===== config.mk =====
export PLATFORM = sky130hd
export DESIGN_NAME = etr_parser
export DESIGN_NICKNAME = d
export VERILOG_FILES = /design/src/design/etr_pkg.sv /design/src/design/etr_parser.sv
export SDC_FILE = /design/constraint.sdc
export NUM_CORES = 1
export LEC_CHECK = 0
export BUFFER_PORTS_ARGS = -buffer_cell sky130_fd_sc_hd__buf_2
export CORE_UTILIZATION = 35
export CTS_BUF_LIST = sky130_fd_sc_hd__clkbuf_4
export DETAILED_ROUTE_END_ITERATION = 12
export PLACE_DENSITY_LB_ADDON = 0.05
export SLEW_MARGIN = 15
export SYNTH_ARGS = -nofsm -noshare
export SYNTH_HDL_FRONTEND = slang
export SYNTH_SLANG_ARGS = --single-unit

===== constraint.sdc =====
create_clock -name clk_in -period 8.75 [get_ports clk_in]
set_input_delay 1.3125 -clock clk_in [delete_from_list [all_inputs] [get_ports clk_in]]
set_output_delay 1.3125 -clock clk_in [all_outputs]
set_load 0.01 [all_outputs]

===== src/design/etr_pkg.sv =====
// Package for the transmit request frame parser: codes, offsets and field values.
package etr_pkg;
  localparam logic [7:0] START_DELIM = 8'h7e;
  localparam logic [7:0] TYPE_TX_PLAIN = 8'h10;
  localparam logic [7:0] TYPE_TX_EXPLICIT = 8'h11;
  localparam logic [7:0] TYPE_STAT_PLAIN = 8'h89;
  localparam logic [7:0] TYPE_STAT_EXT = 8'h8b;
  localparam logic [7:0] CSUM_BASE = 8'hff;
  // Byte offsets within a frame
  localparam logic [15:0] OFS_LEN_HI = 16'h0001;
  localparam logic [15:0] OFS_LEN_LO = 16'h0002;
  localparam logic [15:0] OFS_TYPE = 16'h0003;
  localparam logic [15:0] OFS_TAG = 16'h0004;
  localparam logic [15:0] OFS_DST64 = 16'h0005;
  localparam logic [15:0] OFS_DST16 = 16'h000d;
  localparam logic [15:0] OFS_SRC_EP = 16'h000f;
  localparam logic [15:0] OFS_DST_EP = 16'h0010;
  localparam logic [15:0] OFS_CLUSTER = 16'h0011;
  localparam logic [15:0] OFS_PROFILE = 16'h0013;
  localparam logic [15:0] OFS_RADIUS_X = 16'h0015;
  localparam logic [15:0] OFS_OPTS_X = 16'h0016;
  localparam logic [15:0] OFS_PAY_X = 16'h0017;
  // Plain request has no endpoint, cluster or profile fields
  localparam logic [15:0] OFS_RADIUS_P = 16'h000f;
  localparam logic [15:0] OFS_OPTS_P = 16'h0010;
  localparam logic [15:0] OFS_PAY_P = 16'h0011;
  // Reserved address, endpoint, cluster, profile and option values
  localparam logic [15:0] SHORT_UNKNOWN = 16'hfffe;
  localparam logic [15:0] SHORT_BC_ROUTERS = 16'hfffc;
  localparam logic [15:0] SHORT_BC_AWAKE = 16'hfffd;
  localparam logic [15:0] SHORT_BC_ALL = 16'hffff;
  localparam logic [15:0] SHORT_COORD = 16'h0000;
  localparam logic [63:0] LONG_BCAST = 64'h0000_0000_0000_ffff;
  localparam logic [63:0] LONG_COORD = 64'h0000_0000_0000_0000;
  localparam logic [7:0] EP_DATA = 8'he8;
  localparam logic [7:0] EP_DEVOBJ = 8'he6;
  localparam logic [15:0] CL_TRANSPARENT = 16'h0011;
  localparam logic [15:0] CL_LOOPBACK = 16'h0012;
  localparam logic [15:0] PROF_NATIVE = 16'hc105;
  localparam logic [15:0] PROF_ZDP = 16'h0000;
  localparam logic [7:0] OPT_NO_ACK = 8'h01;
  localparam logic [7:0] OPT_RESERVED = 8'h02;
  localparam logic [7:0] OPT_LEGAL = 8'h7d;
  // Status delivery codes used on the status port
  localparam logic [7:0] DELIV_OK = 8'h00;
  typedef enum logic [3:0] {
    ETR_HUNT = 4'b0001,
    ETR_BODY = 4'b0010,
    ETR_CSUM = 4'b0100,
    ETR_SEND = 4'b1000
  } etr_state_e;
endpackage


===== src/design/etr_parser.sv =====
// Transmit request frame parser with request buffer and status frame builder.

module etr_parser import etr_pkg::*; #(
  parameter int MAX_PAYLOAD_BYTES = 84
) (
  input wire logic clk_in,
  input wire logic sys_rst_in,
  input wire logic [7:0] rx_byte_in,
  input wire logic rx_valid_in,
  output logic rx_ready_out,
  input wire logic [7:0] max_hops_setting_in,
  input wire logic [7:0] default_tx_options_in,
  output logic req_valid_out,
  input wire logic req_ready_in,
  output logic [7:0] req_tag_out,
  output logic req_explicit_out,
  output logic [63:0] req_dst64_out,
  output logic [15:0] req_dst16_out,
  output logic [1:0] req_bcast_kind_out,
  output logic req_short_unknown_out,
  output logic [7:0] req_hops_out,
  output logic [7:0] req_options_out,
  output logic req_no_ack_out,
  output logic req_opt_error_out,
  output logic req_loopback_out,
  output logic req_devobj_out,
  output logic req_forward_out,
  output logic [15:0] req_payload_len_out,
  output logic [7:0] pay_byte_out,
  output logic pay_valid_out,
  input wire logic done_valid_in,
  input wire logic [7:0] done_tag_in,
  input wire logic done_explicit_in,
  input wire logic [15:0] done_short_in,
  input wire logic [7:0] done_status_in,
  output logic done_ready_out,
  output logic [7:0] tx_byte_out,
  output logic tx_valid_out,
  input wire logic tx_ready_in,
  output logic drop_out
);
  localparam int BUF_W = 8 + 1 + 64 + 16 + 2 + 1 + 8 + 8 + 1 + 1 + 1 + 1 + 1 + 16;
  localparam logic [15:0] MAX_PAY = 16'(MAX_PAYLOAD_BYTES);
  localparam logic [3:0] STAT_LEN = 4'h9;

  etr_state_e state, next_state;
  logic [15:0] len, next_len;
  logic [15:0] pos, next_pos;
  logic [7:0] sum, next_sum;
  logic [7:0] kind, next_kind;
  logic [7:0] tag, next_tag;
  logic [63:0] dst64, next_dst64;
  logic [15:0] dst16, next_dst16, cluster, next_cluster, profile, next_profile;
  logic [7:0] src_ep, next_src_ep, dst_ep, next_dst_ep, radius, next_radius;
  logic [7:0] opts, next_opts;
  logic [3:0] sidx, next_sidx;
  logic [7:0] s_tag, next_s_tag, s_type, next_s_type, s_stat, next_s_stat;
  logic [15:0] s_short, next_s_short;
  logic [7:0] s_sum, next_s_sum;
  logic drop, next_drop;
  logic [7:0] pay_byte, next_pay_byte;
  logic pay_valid, next_pay_valid;
  logic [BUF_W-1:0] buf_mem [2];
  logic [BUF_W-1:0] in_word;
  logic wr_ptr, rd_ptr;
  logic [1:0] count;
  logic push, buf_ready;
  logic byte_take, expl;
  logic [15:0] ofs_radius, ofs_opts, ofs_pay, pay_len;
  logic [7:0] st_byte;

  assign expl = (kind == TYPE_TX_EXPLICIT);
  assign ofs_radius = expl ? OFS_RADIUS_X : OFS_RADIUS_P;
  assign ofs_opts = expl ? OFS_OPTS_X : OFS_OPTS_P;
  assign ofs_pay = expl ? OFS_PAY_X : OFS_PAY_P;
  // Payload length: frame body bytes past the fixed fields
  assign pay_len = len + OFS_TYPE - ofs_pay;
  assign rx_ready_out = (state != ETR_SEND) && (state != ETR_CSUM || buf_ready);
  assign byte_take = rx_valid_in && rx_ready_out;
  assign done_ready_out = (state == ETR_HUNT) && !rx_valid_in;

  // Frame walker next-state logic
  always_comb begin
    next_state = state;
    next_len = len;
    next_pos = pos;
    next_sum = sum;
    next_kind = kind;
    next_tag = tag;
    next_dst64 = dst64;
    next_dst16 = dst16;
    next_src_ep = src_ep;
    next_dst_ep = dst_ep;
    next_cluster = cluster;
    next_profile = profile;
    next_radius = radius;
    next_opts = opts;
    next_drop = 1'b0;
    next_pay_valid = 1'b0;
    next_pay_byte = pay_byte;
    push = 1'b0;
    case (state)
      ETR_HUNT: begin
        next_pos = OFS_LEN_HI;
        next_sum = 8'h00;
        if (byte_take && rx_byte_in == START_DELIM) begin
          next_state = ETR_BODY;
        end else if (done_valid_in && done_ready_out && done_tag_in != 8'h00) begin
          next_state = ETR_SEND;
        end
      end
      ETR_BODY: if (byte_take) begin
        next_pos = pos + 16'h0001;
        if (pos >= OFS_TYPE) next_sum = sum + rx_byte_in;
        if (pos == OFS_LEN_HI) next_len = {rx_byte_in, len[7:0]};
        if (pos == OFS_LEN_LO) next_len = {len[15:8], rx_byte_in};
        if (pos == OFS_TYPE) next_kind = rx_byte_in;
        if (pos == OFS_TAG) next_tag = rx_byte_in;
        if (pos >= OFS_DST64 && pos < OFS_DST16) next_dst64 = {dst64[55:0], rx_byte_in};
        if (pos == OFS_DST16 || pos == OFS_DST16 + 16'h0001) begin
          next_dst16 = {dst16[7:0], rx_byte_in};
        end
        if (expl && pos == OFS_SRC_EP) next_src_ep = rx_byte_in;
        if (expl && pos == OFS_DST_EP) next_dst_ep = rx_byte_in;
        if (expl && (pos == OFS_CLUSTER || pos == OFS_CLUSTER + 16'h0001)) begin
          next_cluster = {cluster[7:0], rx_byte_in};
        end
        if (expl && (pos == OFS_PROFILE || pos == OFS_PROFILE + 16'h0001)) begin
          next_profile = {profile[7:0], rx_byte_in};
        end
        if (pos == ofs_radius) next_radius = rx_byte_in;
        if (pos == ofs_opts) next_opts = rx_byte_in;
        // payload bytes stream out as they pass
        if (pos >= ofs_pay && pos > OFS_LEN_LO) begin
          next_pay_valid = 1'b1;
          next_pay_byte = rx_byte_in;
        end
        if (pos > OFS_LEN_LO && pos == len + OFS_LEN_LO) next_state = ETR_CSUM;
        if (pos == OFS_LEN_LO && {len[15:8], rx_byte_in} == 16'h0000) next_state = ETR_CSUM;
      end
      ETR_CSUM: if (byte_take) begin
        next_state = ETR_HUNT;
        // bad checksum, short length, unknown kind or oversize is dropped
        if (rx_byte_in != CSUM_BASE - sum || len < ofs_pay - OFS_TYPE ||
            (kind != TYPE_TX_EXPLICIT && kind != TYPE_TX_PLAIN) || pay_len > MAX_PAY) begin
          next_drop = 1'b1;
        end else begin
          push = 1'b1;
        end
      end
      ETR_SEND: if (tx_ready_in && sidx == STAT_LEN) next_state = ETR_HUNT;
      default: next_state = ETR_HUNT;
    endcase
  end

  // Frame walker registers
  always_ff @(posedge clk_in or posedge sys_rst_in) begin
    if (sys_rst_in) begin
      state <= ETR_HUNT;
      len <= 16'h0000;
      pos <= 16'h0000;
      sum <= 8'h00;
      kind <= 8'h00;
      tag <= 8'h00;
      dst64 <= 64'h0;
      dst16 <= 16'h0000;
      src_ep <= 8'h00;
      dst_ep <= 8'h00;
      cluster <= 16'h0000;
      profile <= 16'h0000;
      radius <= 8'h00;
      opts <= 8'h00;
      drop <= 1'b0;
      pay_valid <= 1'b0;
      pay_byte <= 8'h00;
    end else begin
      state <= next_state;
      len <= next_len;
      pos <= next_pos;
      sum <= next_sum;
      kind <= next_kind;
      tag <= next_tag;
      dst64 <= next_dst64;
      dst16 <= next_dst16;
      src_ep <= next_src_ep;
      dst_ep <= next_dst_ep;
      cluster <= next_cluster;
      profile <= next_profile;
      radius <= next_radius;
      opts <= next_opts;
      drop <= next_drop;
      pay_valid <= next_pay_valid;
      pay_byte <= next_pay_byte;
    end
  end
  assign drop_out = drop;
  assign pay_valid_out = pay_valid;
  assign pay_byte_out = pay_byte;

  // Decoded request word for the buffer
  always_comb begin
    logic [1:0] bk;
    logic [7:0] eo;
    bk = 2'd0;
    eo = 8'h00;
    if (dst16 == SHORT_BC_ROUTERS) bk = 2'd1;
    else if (dst16 == SHORT_BC_AWAKE) bk = 2'd2;
    else if (dst16 == SHORT_BC_ALL || dst64 == LONG_BCAST) bk = 2'd3;
    // zero options take the stored default
    eo = (opts == 8'h00) ? default_tx_options_in : opts;
    in_word = {tag, expl, dst64, dst16, bk, (dst16 == SHORT_UNKNOWN),
      // zero radius takes the maximum-hops setting
      (radius == 8'h00) ? max_hops_setting_in : radius,
      eo,
      // no-ack bit and illegal option bits
      (eo & OPT_NO_ACK) != 8'h00, (eo & ~OPT_LEGAL) != 8'h00,
      // loopback cluster on the data endpoint
      expl && dst_ep == EP_DATA && cluster == CL_LOOPBACK,
      expl && dst_ep == EP_DEVOBJ,
      // foreign profiles go to the host
      expl && profile != PROF_NATIVE && profile != PROF_ZDP,
      pay_len};
  end

  // Two-entry request buffer
  assign buf_ready = (count != 2'd2);
  always_ff @(posedge clk_in or posedge sys_rst_in) begin
    if (sys_rst_in) begin
      wr_ptr <= 1'b0;
      rd_ptr <= 1'b0;
      count <= 2'd0;
    end else begin
      if (push) wr_ptr <= ~wr_ptr;
      if (req_valid_out && req_ready_in) rd_ptr <= ~rd_ptr;
      count <= count + 2'(push) - 2'(req_valid_out && req_ready_in);
    end
  end
  always_ff @(posedge clk_in) begin
    if (push) buf_mem[wr_ptr] <= in_word;
  end
  assign req_valid_out = (count != 2'd0);
  assign {req_tag_out, req_explicit_out, req_dst64_out, req_dst16_out, req_bcast_kind_out,
    req_short_unknown_out, req_hops_out, req_options_out, req_no_ack_out, req_opt_error_out,
    req_loopback_out, req_devobj_out, req_forward_out, req_payload_len_out} = buf_mem[rd_ptr];

  // Status frame builder: 7E, length, type, tag, short, status, delivery, checksum
  always_comb begin
    next_sidx = sidx;
    next_s_tag = s_tag;
    next_s_type = s_type;
    next_s_short = s_short;
    next_s_stat = s_stat;
    next_s_sum = s_sum;
    if (state == ETR_HUNT && next_state == ETR_SEND) begin
      next_sidx = 4'h0;
      next_s_tag = done_tag_in;
      next_s_type = done_explicit_in ? TYPE_STAT_EXT : TYPE_STAT_PLAIN;
      next_s_short = done_short_in;
      next_s_stat = done_status_in;
      next_s_sum = 8'h00;
    end else if (state == ETR_SEND && tx_ready_in) begin
      next_sidx = sidx + 4'h1;
      if (sidx >= 4'h3) next_s_sum = s_sum + st_byte;
    end
  end
  always_comb begin
    st_byte = 8'h00;
    case (sidx)
      4'h0: st_byte = START_DELIM;
      4'h2: st_byte = 8'h06;
      4'h3: st_byte = s_type;
      4'h4: st_byte = s_tag;
      4'h5: st_byte = s_short[15:8];
      4'h6: st_byte = s_short[7:0];
      4'h7: st_byte = s_stat;
      4'h8: st_byte = DELIV_OK;
      4'h9: st_byte = CSUM_BASE - s_sum;
      default: st_byte = 8'h00;
    endcase
  end
  always_ff @(posedge clk_in or posedge sys_rst_in) begin
    if (sys_rst_in) begin
      sidx <= 4'h0;
      s_tag <= 8'h00;
      s_type <= 8'h00;
      s_short <= 16'h0000;
      s_stat <= 8'h00;
      s_sum <= 8'h00;
    end else begin
      sidx <= next_sidx;
      s_tag <= next_s_tag;
      s_type <= next_s_type;
      s_short <= next_s_short;
      s_stat <= next_s_stat;
      s_sum <= next_s_sum;
    end
  end
  assign tx_valid_out = (state == ETR_SEND);
  assign tx_byte_out = st_byte;

  property p_drop_no_push;
    @(posedge clk_in) disable iff (sys_rst_in) drop |-> $past(state) == ETR_CSUM && !$past(push);
  endproperty
  a_drop_no_push: assert property (p_drop_no_push) else $error("drop with push");
  property p_stat_type;
    @(posedge clk_in) disable iff (sys_rst_in)
      $rose(state == ETR_SEND) |->
        s_type == ($past(done_explicit_in) ? TYPE_STAT_EXT : TYPE_STAT_PLAIN);
  endproperty
  a_stat_type: assert property (p_stat_type) else $error("bad status type");
  property p_zero_tag;
    @(posedge clk_in) disable iff (sys_rst_in)
      (state == ETR_HUNT && done_valid_in && done_tag_in == 8'h00) |=> state != ETR_SEND;
  endproperty
  a_zero_tag: assert property (p_zero_tag) else $error("zero tag answered");
  property p_no_zero_tag;
    @(posedge clk_in) disable iff (sys_rst_in)
      (state == ETR_SEND && sidx == 4'h4) |-> s_tag != 8'h00;
  endproperty
  a_no_zero_tag: assert property (p_no_zero_tag) else $error("status with zero tag");
  property p_buf_bound;
    @(posedge clk_in) disable iff (sys_rst_in) push |-> count != 2'd2;
  endproperty
  a_buf_bound: assert property (p_buf_bound) else $error("buffer overflow");
  property p_stat_len;
    @(posedge clk_in) disable iff (sys_rst_in)
      (state == ETR_SEND && sidx == 4'h9 && tx_ready_in) |=> state == ETR_HUNT;
  endproperty
  a_stat_len: assert property (p_stat_len) else $error("status frame overrun");
  property p_push_queued;
    @(posedge clk_in) disable iff (sys_rst_in) push |=> req_valid_out;
  endproperty
  a_push_queued: assert property (p_push_queued) else $error("request lost");
  property p_short_carry;
    @(posedge clk_in) disable iff (sys_rst_in)
      $rose(state == ETR_SEND) |-> s_short == $past(done_short_in);
  endproperty
  a_short_carry: assert property (p_short_carry) else $error("short address lost");
endmodule


=== After elaboration in Yosys (flattened, before gate mapping) ===
Memories as Yosys holds them, arrays and structs flattened.
Index checks and enable logic that the tools add are counted.

* Add/subtract/negate cells: 12
* Multipliers: 0
* Divide/modulo/power cells: 0
* Order comparisons: 8
* Equality and inequality tests: 45
* Shifts and indexed selects: 0
* Muxes and demuxes: 40
* Bitwise operators: 3
* Reduce and logical (&&, ||, !) cells: 58

{| class="wikitable"
|+ Operator list
! kind !! count
|-
| $eq A16 B5 Y1 const B || 6
|-
| $eq A16 B16 Y1 const B || 4
|-
| $eq A64 B16 Y1 const B || 1
|-
| $mux W8 || 8
|-
| $pmux W8 S8 || 1
|-
| $mux W4 || 9
|-
| $reduce_and A3 Y1 || 12
|-
| $add A16 B2 Y16 const B || 2
|-
| $eq A16 B2 Y1 const B || 2
|-
| $eq A16 B4 Y1 const B || 2
|-
| $eq A16 B5 Y1 || 2
|-
| $pmux W16 S2 || 1
|-
| $logic_and A1 B1 Y1 || 23
|-
| $eq A4 B3 Y1 const B || 5
|-
| $add A16 B1 Y16 const B || 1
|-
| $add A8 B8 Y8 || 2
|-
| $eq A16 B1 Y1 const B || 1
|-
| $eq A16 B16 Y1 || 1
|-
| $eq A16 B3 Y1 const B || 1
|-
| $eq A8 B8 Y1 const B || 2
|-
| $ge A16 B2 Y1 const B || 1
|-
| $ge A16 B3 Y1 const B || 1
|-
| $ge A16 B5 Y1 || 1
|-
| $gt A16 B2 Y1 const B || 1
|-
| 39 further kinds || 76
|}

* Bits in registers: 262
* Bits in latches: 0
* Bits in writable memories: 258
* Bits in read-only memories: 0
* Input bits: 63
* Output and inout bits: 151
* Word-level logic and storage cells: 193
* Memories: 1

{| class="wikitable"
|+ Memories
! memory !! words !! width !! rd ports !! clocked after memory_dff !! wr ports !! line !! source
|-
| buf_mem || 2 || 129 || 1 || 0 || 1 || etr_parser.sv:63 || <nowiki>logic [BUF_W-1:0] buf_mem [2];</nowiki>
|}

=== Depth between registers and ports, before layout ===
Gate-level depths: netlist of run 1.

* Depth after elaboration: 12
* Gate-level depth with buffers: 20
* Depth with buffers taken out: 20

=== Worst setup path after synthesis of run 1 ===
OpenSTA, ideal clock, no wires.

* Path kind: register -> register
* Start point: register kind[5]
* End point: memory buf_mem[0][0] (netlist name) (enable)
* Library setup time: 0.617 ns
* Data arrival time: 8.994 ns
* Required time: 8.133 ns
* Slack: -0.861 ns
* Stages on the path, launching flop included: 15
* Path buffers: 0
* Period minus slack after synthesis: 9.611 ns
* Cells stage by stage: dfrtp_1 or4b_1 nor4_2 nand2_2 ha_1 ha_1 fa_1 a21o_2 nor3b_1 or4_1 a21oi_1 xnor2_1 nor4_1 nand3b_2 nor2_1

* Elaborated cells on any way between the ends: 17
* Classes of those cells: add/sub: 2; order compare: 2; eq/ne: 3; mux: 6; reduce/logical: 4

{| class="wikitable"
|+ RTL lines
! what !! line !! source
|-
| start, declared || etr_parser.sv:50 || <nowiki>logic [7:0] kind, next_kind;</nowiki>
|-
| start signal, assigned || etr_parser.sv:181 || <nowiki>kind <= next_kind;</nowiki>
|-
| $eq A8 B5 Y1 || etr_parser.sv:72 || <nowiki>assign expl = (kind == TYPE_TX_EXPLICIT);</nowiki>
|-
| $mux W3 || etr_parser.sv:75 || <nowiki>assign ofs_pay = expl ? OFS_PAY_X : OFS_PAY_P;</nowiki>
|-
| $sub A16 B5 Y16 || etr_parser.sv:77 || <nowiki>assign pay_len = len + OFS_TYPE - ofs_pay;</nowiki>
|-
| net in_word[10] || etr_parser.sv:64 || <nowiki>logic [BUF_W-1:0] in_word;</nowiki>
|-
| $gt A16 B7 Y1 || etr_parser.sv:145 || <nowiki>(kind != TYPE_TX_EXPLICIT && kind != TYPE_TX_PLAIN) || pay_len > MAX_PAY) begin</nowiki>
|-
| $logic_or A1 B1 Y1 || etr_parser.sv:145 ||
|-
| $mux W1 || etr_parser.sv:144 || <nowiki>if (rx_byte_in != CSUM_BASE - sum || len < ofs_pay - OFS_TYPE ||</nowiki>
|-
| $mux W1 || etr_parser.sv:141 || <nowiki>ETR_CSUM: if (byte_take) begin</nowiki>
|-
| $mux W1 || etr_parser.sv:102 || <nowiki>case (state)</nowiki>
|-
| $mux W1 || etr_parser.sv:239 || <nowiki>if (push) buf_mem[wr_ptr] <= in_word;</nowiki>
|-
| $mux W1 (implied by the code) || etr_parser.sv:239 ||
|-
| end, declared || etr_parser.sv:63 ||
|}

The timed path passes the listed nets, and every way through them passes these cells.

=== Worst setup path in the final report of run 1 ===
* Start point: register kind[5]
* End point: memory buf_mem[1][12] (netlist name) (enable)

* Elaborated cells on any way between the ends: 17
* Classes of those cells: add/sub: 2; order compare: 2; eq/ne: 3; mux: 6; reduce/logical: 4

{| class="wikitable"
|+ RTL lines
! what !! line !! source
|-
| $eq A8 B5 Y1 || etr_parser.sv:72 ||
|-
| net expl || etr_parser.sv:68 || <nowiki>logic byte_take, expl;</nowiki>
|-
| $mux W3 || etr_parser.sv:75 ||
|-
| $sub A16 B5 Y16 || etr_parser.sv:77 ||
|-
| net in_word[11] || etr_parser.sv:64 ||
|-
| $gt A16 B7 Y1 || etr_parser.sv:145 ||
|-
| $logic_or A1 B1 Y1 || etr_parser.sv:145 ||
|-
| $mux W1 || etr_parser.sv:144 ||
|-
| $mux W1 || etr_parser.sv:141 ||
|-
| $mux W1 || etr_parser.sv:102 ||
|-
| $mux W1 || etr_parser.sv:239 ||
|-
| $mux W1 (implied by the code) || etr_parser.sv:239 ||
|}

The timed path passes the listed nets, and every way through them passes these cells.

==> flow_metrics.env, run 1 <==
export IMPL_power_frac_seq_pct=49.9
export IMPL_gp_congestion=0.7552
export IMPL_die_w_um=254.1
export IMPL_nets=1945
export IMPL_cap_violations=0
export IMPL_ctsResizeCount=0
export IMPL_cts_tree="built"
export IMPL_hold_violations=0
export IMPL_grt_pass1_wl_mm=84.01
export IMPL_drc=0
export IMPL_cts_setup_buffers=0
export IMPL_ys_types=88
export IMPL_setup_viol=0
export IMPL_antenna_found_initial=1
export IMPL_port_buffers=213
export IMPL_netlist_instances=1509
export IMPL_synth_avg_cell_area_um2=14.74
export IMPL_endpoint_kind="register"
export IMPL_drtIter0Drc=524
export IMPL_vias_per_cell=4.863
export IMPL_yosys_top_cells_area="edfxtp_1 (35%), dfrtp_1 (29%), mux2_2 (17%)"
export IMPL_syn_area_um2=22250
export IMPL_cts_root_buf="clkbuf_4"
export IMPL_synth_ff_type="edfxtp_1"
export IMPL_comb_power_share_pct=3.9
export IMPL_grt_pass1_vias=14120
export IMPL_vias=13560
export IMPL_dp_hpwl_mm=35.59
export IMPL_fp_row_count=92
export IMPL_slew_viol_final=0
export IMPL_drive_above_1_share_pct=43.25
export IMPL_synth_nets=1634
export IMPL_powerDensity_nw_per_um2=196.8
export IMPL_yosysMostFrequentCell="mux2_2"
export IMPL_period_needed_ns=6.175
export IMPL_clockBufferDepth=3
export IMPL_cts_hold_buffers=0
export IMPL_grt_ovfl_total=0
export IMPL_placed_cells=2519
export IMPL_critical_path_startpoint_type="register"
export IMPL_antenna_violating_nets_post_route=0
export IMPL_fin_cells=2789
export IMPL_synth_edff_count=256
export IMPL_design_core_area_um2=62970
export IMPL_die_area_um2=64580
export IMPL_status="complete, no violations"
export IMPL_p_clk_share_pct=46.1
export IMPL_start_util_pct=35.34
export IMPL_rsz0062_at_grt="no"
export IMPL_synth_seq_cells=512
export IMPL_synth_top_area_cell="edfxtp_1"
export IMPL_arrival_ns=6.70
export IMPL_critical_path_class="reg2reg"
export IMPL_worst_pin_slew_ns=1.082
export IMPL_routedWlPerCell_um=19.71
export IMPL_fp_dieH_um=254.1
export IMPL_maxSlewHeadroom_pct=27.84
export IMPL_cts_sinks=512
export IMPL_nFillCells=6035
export IMPL_placed_area_um2=24310
export IMPL_insertion_delay_ns=0.95
export IMPL_clock_skew_ns=0.05576
export IMPL_power_leakage_uw=0.01195
export IMPL_area_delta_synth_final_pct=18.54
export IMPL_required_ns=9.28
export IMPL_async_flop_share_pct=50.00
export IMPL_io_pins=214
export IMPL_vdd_ir_drop_max_uv=102.9
export IMPL_grt_max_degree=184
export IMPL_p_sw_uw=1164
export IMPL_yosys_top_cells_count="mux2_2 (328), edfxtp_1 (256), dfrtp_1 (255), nor2_1 (68), ha_1 (59)"
export IMPL_synth_top_cell_area_share_pct=34.55
export IMPL_multi_input_area_um2=7823
export IMPL_crit_path_max_fanout=101
export IMPL_htree_levels=4
export IMPL_grt_usage_pct=17.45
export IMPL_fmax_mhz=161.9
export IMPL_drtPass1Iterations=4
export IMPL_ys_seq_area_share_pct=63.35
export IMPL_switching_share_pct=22.43
export IMPL_final_area_um2=26370
export IMPL_routed_wl_mm=54.98
export IMPL_clkSlewWorstSetupHoldPaths_ns=0.06
export IMPL_hold_path_class="in2async"
export IMPL_intPower_uw=4026
export IMPL_numCtsBuffers=145
export IMPL_fin_crit_sh_pct=70.57
export IMPL_ys_warnings_count=0
export IMPL_register_area_um2=14100
[registers in the layout, indices dropped and copies added, names as in the netlist, 2 cells and up]
name / cells
buf_mem: 256
cluster: 16
count: 2
dst16: 16
dst64: 64
dst_ep: 8
kind: 8
len: 16
opts: 8
pay_byte_out: 8
pos: 16
profile: 16
radius: 8
s_short: 16
s_stat: 8
s_sum: 8
s_tag: 8
s_type: 2
sidx: 4
state: 4
sum: 8
tag: 8
[logic make-up after synthesis]
kind of cell | after synthesis | synth area share (%)
compound gates | 164 | 5.090
fa+ha+maj | 62 | 3.588
mux | 332 | 16.78
simple gates | 278 | 6.917
buf+inv | 96 | 1.715
xor+xnor | 65 | 2.559
flops | 512 | 63.35
[stage by stage]
stage	setup TNS (ns)	hold WS (ns)	total power (uW)	setup WS, ns	utilization [%]
after floorplan	-220.50	0.4382	2765	-0.8613	-
after global placement	0	0.4566	2846	2.651	38.61
after detailed placement	0	0.4596	2850	2.499	38.61
after CTS	0	0.3036	5302	2.485	41.88
after global routing	0	0.3395	5452	2.152	41.88
final	0	0.3987	5190	2.575	41.88
[path summary, 6_finish.rpt]
| path | cells past startpoint | startpoint | slack, ns | to |
|---|---|---|---|---|
| max in group asynchronous | 3 | sys_rst_in | 6.85 | opts[6] |
| worst max-delay path | 15 | kind[5] | 2.58 | buf_mem[1][12] |
| worst min-delay path | 2 | sys_rst_in | 0.40 | s_stat[5] |
| worst min register to register | 0 | tag[0] | 0.47 | buf_mem[1][121] |
| worst max register to register | 15 | kind[5] | 2.58 | buf_mem[1][12] |
| min in group clk_in | 0 | tag[0] | 0.47 | buf_mem[1][121] |
[power groups by stage]
stage                     combinational (uW)  sequential, uW  clock, uW
final                                    204            2590       2390
after global routing                     229            2600       2630
after CTS                                211            2590       2500
after detailed placement                 210            2640          0
after global placement                   207            2640          0
after floorplan                          136            2630          0
[cell type report]
cell class	instances	area share [%]
clock inverter	31	1.039
multi-input combinational	901	29.66
antenna	1	0.009489
tap	846	4.014
inverter	36	0.5456
timing repair buffer	224	4.498
sequential	512	53.46
clock buffer	238	6.775
[routing by layer]
layer | global-route usage (%) | vias up | wire, um
met2 | 28.72 | 264 | 27490
met5 | 0 | - | 0
li1 | - | 6395 | -
met1 | 22.26 | 6841 | 24370
met4 | 6.523 | 0 | 969
met3 | 4.169 | 62 | 2147
[critical path, cell delays in order, from the launching register on]
cell,delay (ns)
dfrtp_1,0.37
or4b_1,0.56
nor4_2,0.24
nand2_2,0.26
clkinv_2,0.17
nand2_1,0.12
ha_1,0.30
a211oi_2,0.09
or2_1,0.27
a211oi_1,0.55
xnor2_1,0.23
or4b_1,0.62
nor4_2,0.23
nand3b_2,0.27
nor2_4,0.76
buf_12,0.45
[layout by cell type (no fill, tap or decap), types with 7 or more instances in the layout]
| cell type | instances |
|---|---|
| buf_2 | 213 |
| buf_4 | 8 |
| ha_1 | 59 |
| inv_1 | 33 |
| nor4_1 | 25 |
| nand2_1 | 48 |
| xor2_1 | 33 |
| edfxtp_1 | 256 |
| nor2b_1 | 7 |
| clkbuf_4 | 238 |
| nor2_1 | 66 |
| a21o_1 | 21 |
| dfrtp_1 | 254 |
| or3_1 | 7 |
| nor3_1 | 21 |
| a22o_1 | 11 |
| xnor2_1 | 32 |
| o22ai_1 | 8 |
| o21ai_0 | 28 |
| nand3_1 | 18 |
| clkinv_1 | 19 |
| mux2_2 | 328 |
| nand4_1 | 20 |
| a21oi_1 | 38 |
Note: power is estimated with default switching activity, not from simulation.
==> run 2: changes to the inputs <==
Clock period 8.75 ns to 5.2 ns, I/O delays scaled along.
==> flow_metrics.env, run 2 (synthesized netlist as in run 1, its figures left out) <==
export IMPL_top_register="buf_mem"
export IMPL_routed_wl_mm=56.31
export IMPL_clkSlewWorstSetupHoldPaths_ns=0.06
export IMPL_arrival_ns=5.54
export IMPL_cts_sinks=512
export IMPL_grt_pass1_wl_mm=85.85
export IMPL_worst_pin_slew_ns=1.088
export IMPL_start_util_pct=35.34
export IMPL_antenna_violating_nets_post_route=0
export IMPL_status="complete, no violations"
export IMPL_vias_per_cell=4.847
export IMPL_final_area_um2=27020
export IMPL_setup_viol=0
export IMPL_final_cell_mix="mux2_2 (328), edfxtp_1 (256), dfrtp_1 (254), clkbuf_4 (236), buf_2 (213)"
export IMPL_cts_root_buf="clkbuf_4"
export IMPL_power_leakage_uw=0.01219
export IMPL_hold_path_class="in2reg"
export IMPL_htree_levels=4
export IMPL_fin_cells=2841
export IMPL_design_core_area_um2=62970
export IMPL_dp_hpwl_mm=36.82
export IMPL_maxSlewHeadroom_pct=26.81
export IMPL_placed_cells=2539
export IMPL_fp_row_count=92
export IMPL_fin_util_pct=42.92
export IMPL_crit_path_max_fanout=35
export IMPL_vias=13770
export IMPL_vdd_ir_drop_max_uv=173.1
export IMPL_fin_crit_sh_pct=94.71
export IMPL_cap_violations=0
export IMPL_largest_register_ffs=256
export IMPL_area_delta_synth_final_pct=21.47
export IMPL_fp_dieH_um=254.1
export IMPL_period_needed_ns=4.925
export IMPL_port_buffers=213
export IMPL_critical_path_class="reg2reg"
export IMPL_comb_power_share_pct=4.3
export IMPL_drtPass1Iterations=5
export IMPL_grt_usage_pct=17.83
export IMPL_reg_largest_list="buf_mem (256), dst64 (64)"
export IMPL_fmax_mhz=203.0
export IMPL_grt_max_degree=142
export IMPL_p_sw_uw=1944
export IMPL_final_common_cell="mux2_2"
export IMPL_powerDensity_nw_per_um2=322.4
export IMPL_switching_share_pct=22.31
export IMPL_io_pins=214
export IMPL_total_power_uw=8713
export IMPL_gp_congestion=0.7580
export IMPL_intPower_uw=6769
export IMPL_drtIter0Drc=612
export IMPL_cts_tree="built"
export IMPL_grt_pass1_vias=14440
export IMPL_drc=0
export IMPL_die_area_um2=64580
export IMPL_placed_area_um2=24640
export IMPL_drive_above_1_share_pct=43.51
export IMPL_rrSetupSlack_ns=0.28
export IMPL_clockBufferDepth=3
export IMPL_required_ns=5.81
export IMPL_routedWlPerCell_um=19.82
export IMPL_hold_violations=0
export IMPL_critical_path_startpoint_type="register"
export IMPL_insertion_delay_ns=0.95
export IMPL_p_clk_share_pct=45.6
export IMPL_nets=1999
export IMPL_endpoint_kind="register"
export IMPL_antenna_found_initial=1
export IMPL_power_frac_seq_pct=50.1
export IMPL_slew_viol_final=0
export IMPL_numCtsBuffers=145
export IMPL_die_w_um=254.1
export IMPL_fin_tns_setup_ns=0
export IMPL_grt_ovfl_total=0
export IMPL_clock_skew_ns=0.05040
==> run 2: cell count changes in the layout (fill, tap and decap cells not counted), moves of 4 or more <==
cell,before,now
diode_2,1,7
buf_4,8,18
clkinv_1,19,13
buf_12,3,13
clkinvlp_4,0,4
dlygate4sd3_1,0,34
==> run 2: power by group through the flow <==
stage	Clock, uW	Sequential, uW	Combinational [uW]
after floorplan	0	4420	230
after global placement	0	4450	356
after global routing	4370	4370	416
after CTS	4150	4370	382
after detailed placement	0	4450	360
final	3970	4370	373
==> run 2: area by class of cell <==
| class | count | area (um^2) |
|---|---|---|
| Tap cell | 846 | 1059 |
| Antenna cell | 7 | 17.52 |
| Clock inverter | 25 | 251.5 |
| Timing Repair Buffer | 278 | 1802 |
| Sequential cell | 512 | 14100 |
| Multi-Input combinational cell | 901 | 7885 |
| Clock buffer | 236 | 1772 |
| Inverter | 36 | 140.1 |
| Fill cell | 5880 | 35940 |
==> run 2: worst paths after layout <==
kind	startpoint	endpoint	cells after the start
max	kind[5]	buf_mem[0][108]	16
min in group asynchronous	sys_rst_in	s_short[11]	3
min	max_hops_setting_in[5]	buf_mem[1][34]	2
max reg2reg	kind[5]	buf_mem[0][108]	16
min reg2reg	tag[1]	buf_mem[1][122]	0
max in group asynchronous	sys_rst_in	dst64[60]	4
==> run 2: metrics by stage <==
stage,hold WS [ns],setup WS [ns]
2_1_floorplan,0.4382,-0.6826
3_3_place_gp,0.4471,0.3123
3_5_place_dp,0.4512,0.2383
4_1_cts,0.01473,0.1984
5_1_grt,0.07027,-0.002818
6_report,0.1545,0.2750
==> run 2: layer usage <==
metal  GRT usage (%)  vias up  wire, um
met2           29.26      291     27870
met4           6.489        0      1005
li1                -     6464         -
met5               0        -         0
met1           22.71     6936     25150
met3           4.538       80      2288
==> run 2: timing repair <==
item / in CTS / in global routing
endpoints found under the setup margin: 0 / 35
hold buffers: 34 / 0
endpoints found under the hold margin: 67 / 0
setup buffers: 0 / 0
resized for setup: 0 / 1
==> run 2: worst max-delay path, cell delays in order, from the launching register on <==
cell and delay (ns):
dfrtp_1 0.37, or4b_1 0.53, nor4_2 0.27, nand2_2 0.22, clkinv_2 0.09, nand2_1 0.11
ha_1 0.31, a211oi_2 0.08, or2_1 0.29, a211oi_4 0.32, xnor2_1 0.17, or4b_1 0.61
nor4_2 0.23, nand3b_2 0.30, nor2_4 0.24, buf_12 0.16, buf_12 0.23
==> run 3: changes to the inputs <==
Settings changed: CORE_ASPECT_RATIO from default to 2.
==> flow_metrics.env, run 3 (synthesized netlist as in run 1, its figures left out) <==
export IMPL_hold_path_class="in2reg"
export IMPL_grt_ovfl_total=0
export IMPL_nFillCells=6017
export IMPL_top_register="buf_mem"
export IMPL_routed_wl_mm=60.03
export IMPL_grt_pass1_vias=14680
export IMPL_setup_viol=0
export IMPL_required_ns=5.95
export IMPL_grt_usage_pct=18.92
export IMPL_hold_slack_ns=0.1395
export IMPL_critical_path_class="reg2reg"
export IMPL_slew_viol_final=0
export IMPL_start_util_pct=35.44
export IMPL_largest_register_ffs=256
export IMPL_final_cell_mix="mux2_2 (328), edfxtp_1 (256), dfrtp_1 (254), buf_2 (213), clkbuf_4 (173)"
export IMPL_nets=1941
export IMPL_crit_path_max_fanout=6
export IMPL_fin_ws_ns=0.3400
export IMPL_fin_util_pct=41.76
export IMPL_powerDensity_nw_per_um2=303.9
export IMPL_dp_hpwl_mm=42.13
export IMPL_clockBufferDepth=3
export IMPL_critical_path_startpoint_type="register"
export IMPL_area_delta_synth_final_pct=17.86
export IMPL_fp_row_count=130
export IMPL_clkSlewWorstSetupHoldPaths_ns=0.07
export IMPL_numCtsBuffers=118
export IMPL_endpoint_kind="register"
export IMPL_antenna_violating_nets_post_route=0
export IMPL_worstPathCellList="or4b_1 > nor4_2 > nand2_2 > clkinv_2 > nand2_1 > ha_1 > a211oi_2 > or2_1 > a211oi_2 > xnor2_1 > or4b_1 > nor4_4 > nand3b_4 > ha_1 > inv_1 > ha_1 > xnor2_1 > xnor2_1"
export IMPL_vias_per_cell=5.022
export IMPL_period_needed_ns=4.860
export IMPL_arrival_ns=5.61
export IMPL_hold_violations=0
export IMPL_fin_tns_setup_ns=0
export IMPL_fin_crit_sh_pct=93.46
export IMPL_gp_congestion=0.7861
export IMPL_place_ws_ns=0.1629
export IMPL_register_area_um2=14100
export IMPL_final_common_cell="mux2_2"
export IMPL_grt_pass1_wl_mm=90.68
export IMPL_cts_sinks=512
export IMPL_cts_setup_buffers=0
export IMPL_reg_largest_list="buf_mem (256), dst64 (64)"
export IMPL_cts_root_buf="clkbuf_4"
export IMPL_io_pins=214
export IMPL_insertion_delay_ns=0.87
export IMPL_design_core_area_um2=62790
export IMPL_drtIter0Drc=497
export IMPL_drtPass1Iterations=5
export IMPL_grt_max_degree=151
export IMPL_power_leakage_uw=0.01183
export IMPL_crit_slowest_cell="or4b_1"
export IMPL_cts_tree="built"
export IMPL_vdd_ir_drop_max_uv=171.9
export IMPL_fp_dieH_um=358.6
export IMPL_clock_skew_ns=0.07147
export IMPL_cap_violations=0
export IMPL_routedWlPerCell_um=22.10
export IMPL_vias=13640
export IMPL_critPathMaxStageDelay_ns=0.66
export IMPL_placed_cells=2487
export IMPL_drc=0
export IMPL_drive_above_1_share_pct=41.88
export IMPL_status="complete, no violations"
export IMPL_fmax_mhz=205.8
export IMPL_die_w_um=180.3
export IMPL_antenna_found_initial=6
export IMPL_worst_pin_slew_ns=1.162
export IMPL_htree_levels=3
export IMPL_die_area_um2=64640
export IMPL_maxSlewHeadroom_pct=21.81
export IMPL_fin_cells=2716
export IMPL_multi_input_area_um2=7904
export IMPL_port_buffers=213
## run 3: metal layers
| metal | share of wire [%] | track usage, % |
|---|---|---|
| met5 | 0.045 | 0 |
| met4 | 4.6 | 9.778 |
| met3 | 5.4 | 4.731 |
| met2 | 56 | 36.89 |
| met1 | 34 | 18.08 |
## run 3: final timing paths
path | startpoint | endpoint | slack, ns | depth (start not counted)
worst max-delay path | kind[5] | count[1] | 0.34 | 18
worst min-delay path | done_short_in[10] | s_short[10] | 0.14 | 2
worst max register to register | kind[5] | count[1] | 0.34 | 18
worst min register to register | tag[6] | buf_mem[1][127] | 0.47 | 0
max in group asynchronous | sys_rst_in | dst64[63] | 3.27 | 4
min in group asynchronous | sys_rst_in | s_stat[0] | 0.58 | 3
## run 3: repair_timing
action	CTS	global route
setup endpoints to repair	0	138
hold endpoints to repair	27	0
resized for setup	0	2
hold buffers	1	0
## run 3: per-stage QoR
| step | cell area (um^2) | power (uW) |
|---|---|---|
| after floorplan | 22320 | 4653 |
| after global placement | 24620 | 4806 |
| after detailed placement | 24620 | 4812 |
| after CTS | 26190 | 8150 |
| after global routing | 26220 | 8376 |
| final | 26220 | 7969 |
## run 3: power by group
group	switching [uW]	internal, uW
Clock	1610	1640
Sequential	49.8	4310
Combinational	212	149
Total	1880	6090
## run 3: critical path: cells and delay by family (launching register included)
family	cells	cell delay [ns]
flip-flops	1	0.38
AND/OR/NAND/NOR	8	2.51
XOR/XNOR	3	0.47
AO/OA/AOI/OAI	2	0.46
adder cells (fa/ha/maj)	3	0.82
buffers and inverters	2	0.12
## run 3: layout make-up
class,count,area share (%)
Antenna cell,4,0.03817
Clock inverter,51,1.021
Tap cell,792,3.779
Sequential cell,512,53.77
Clock buffer,173,4.953
Timing Repair Buffer,247,5.764
Multi-Input combinational cell,901,30.14
Inverter,36,0.5344
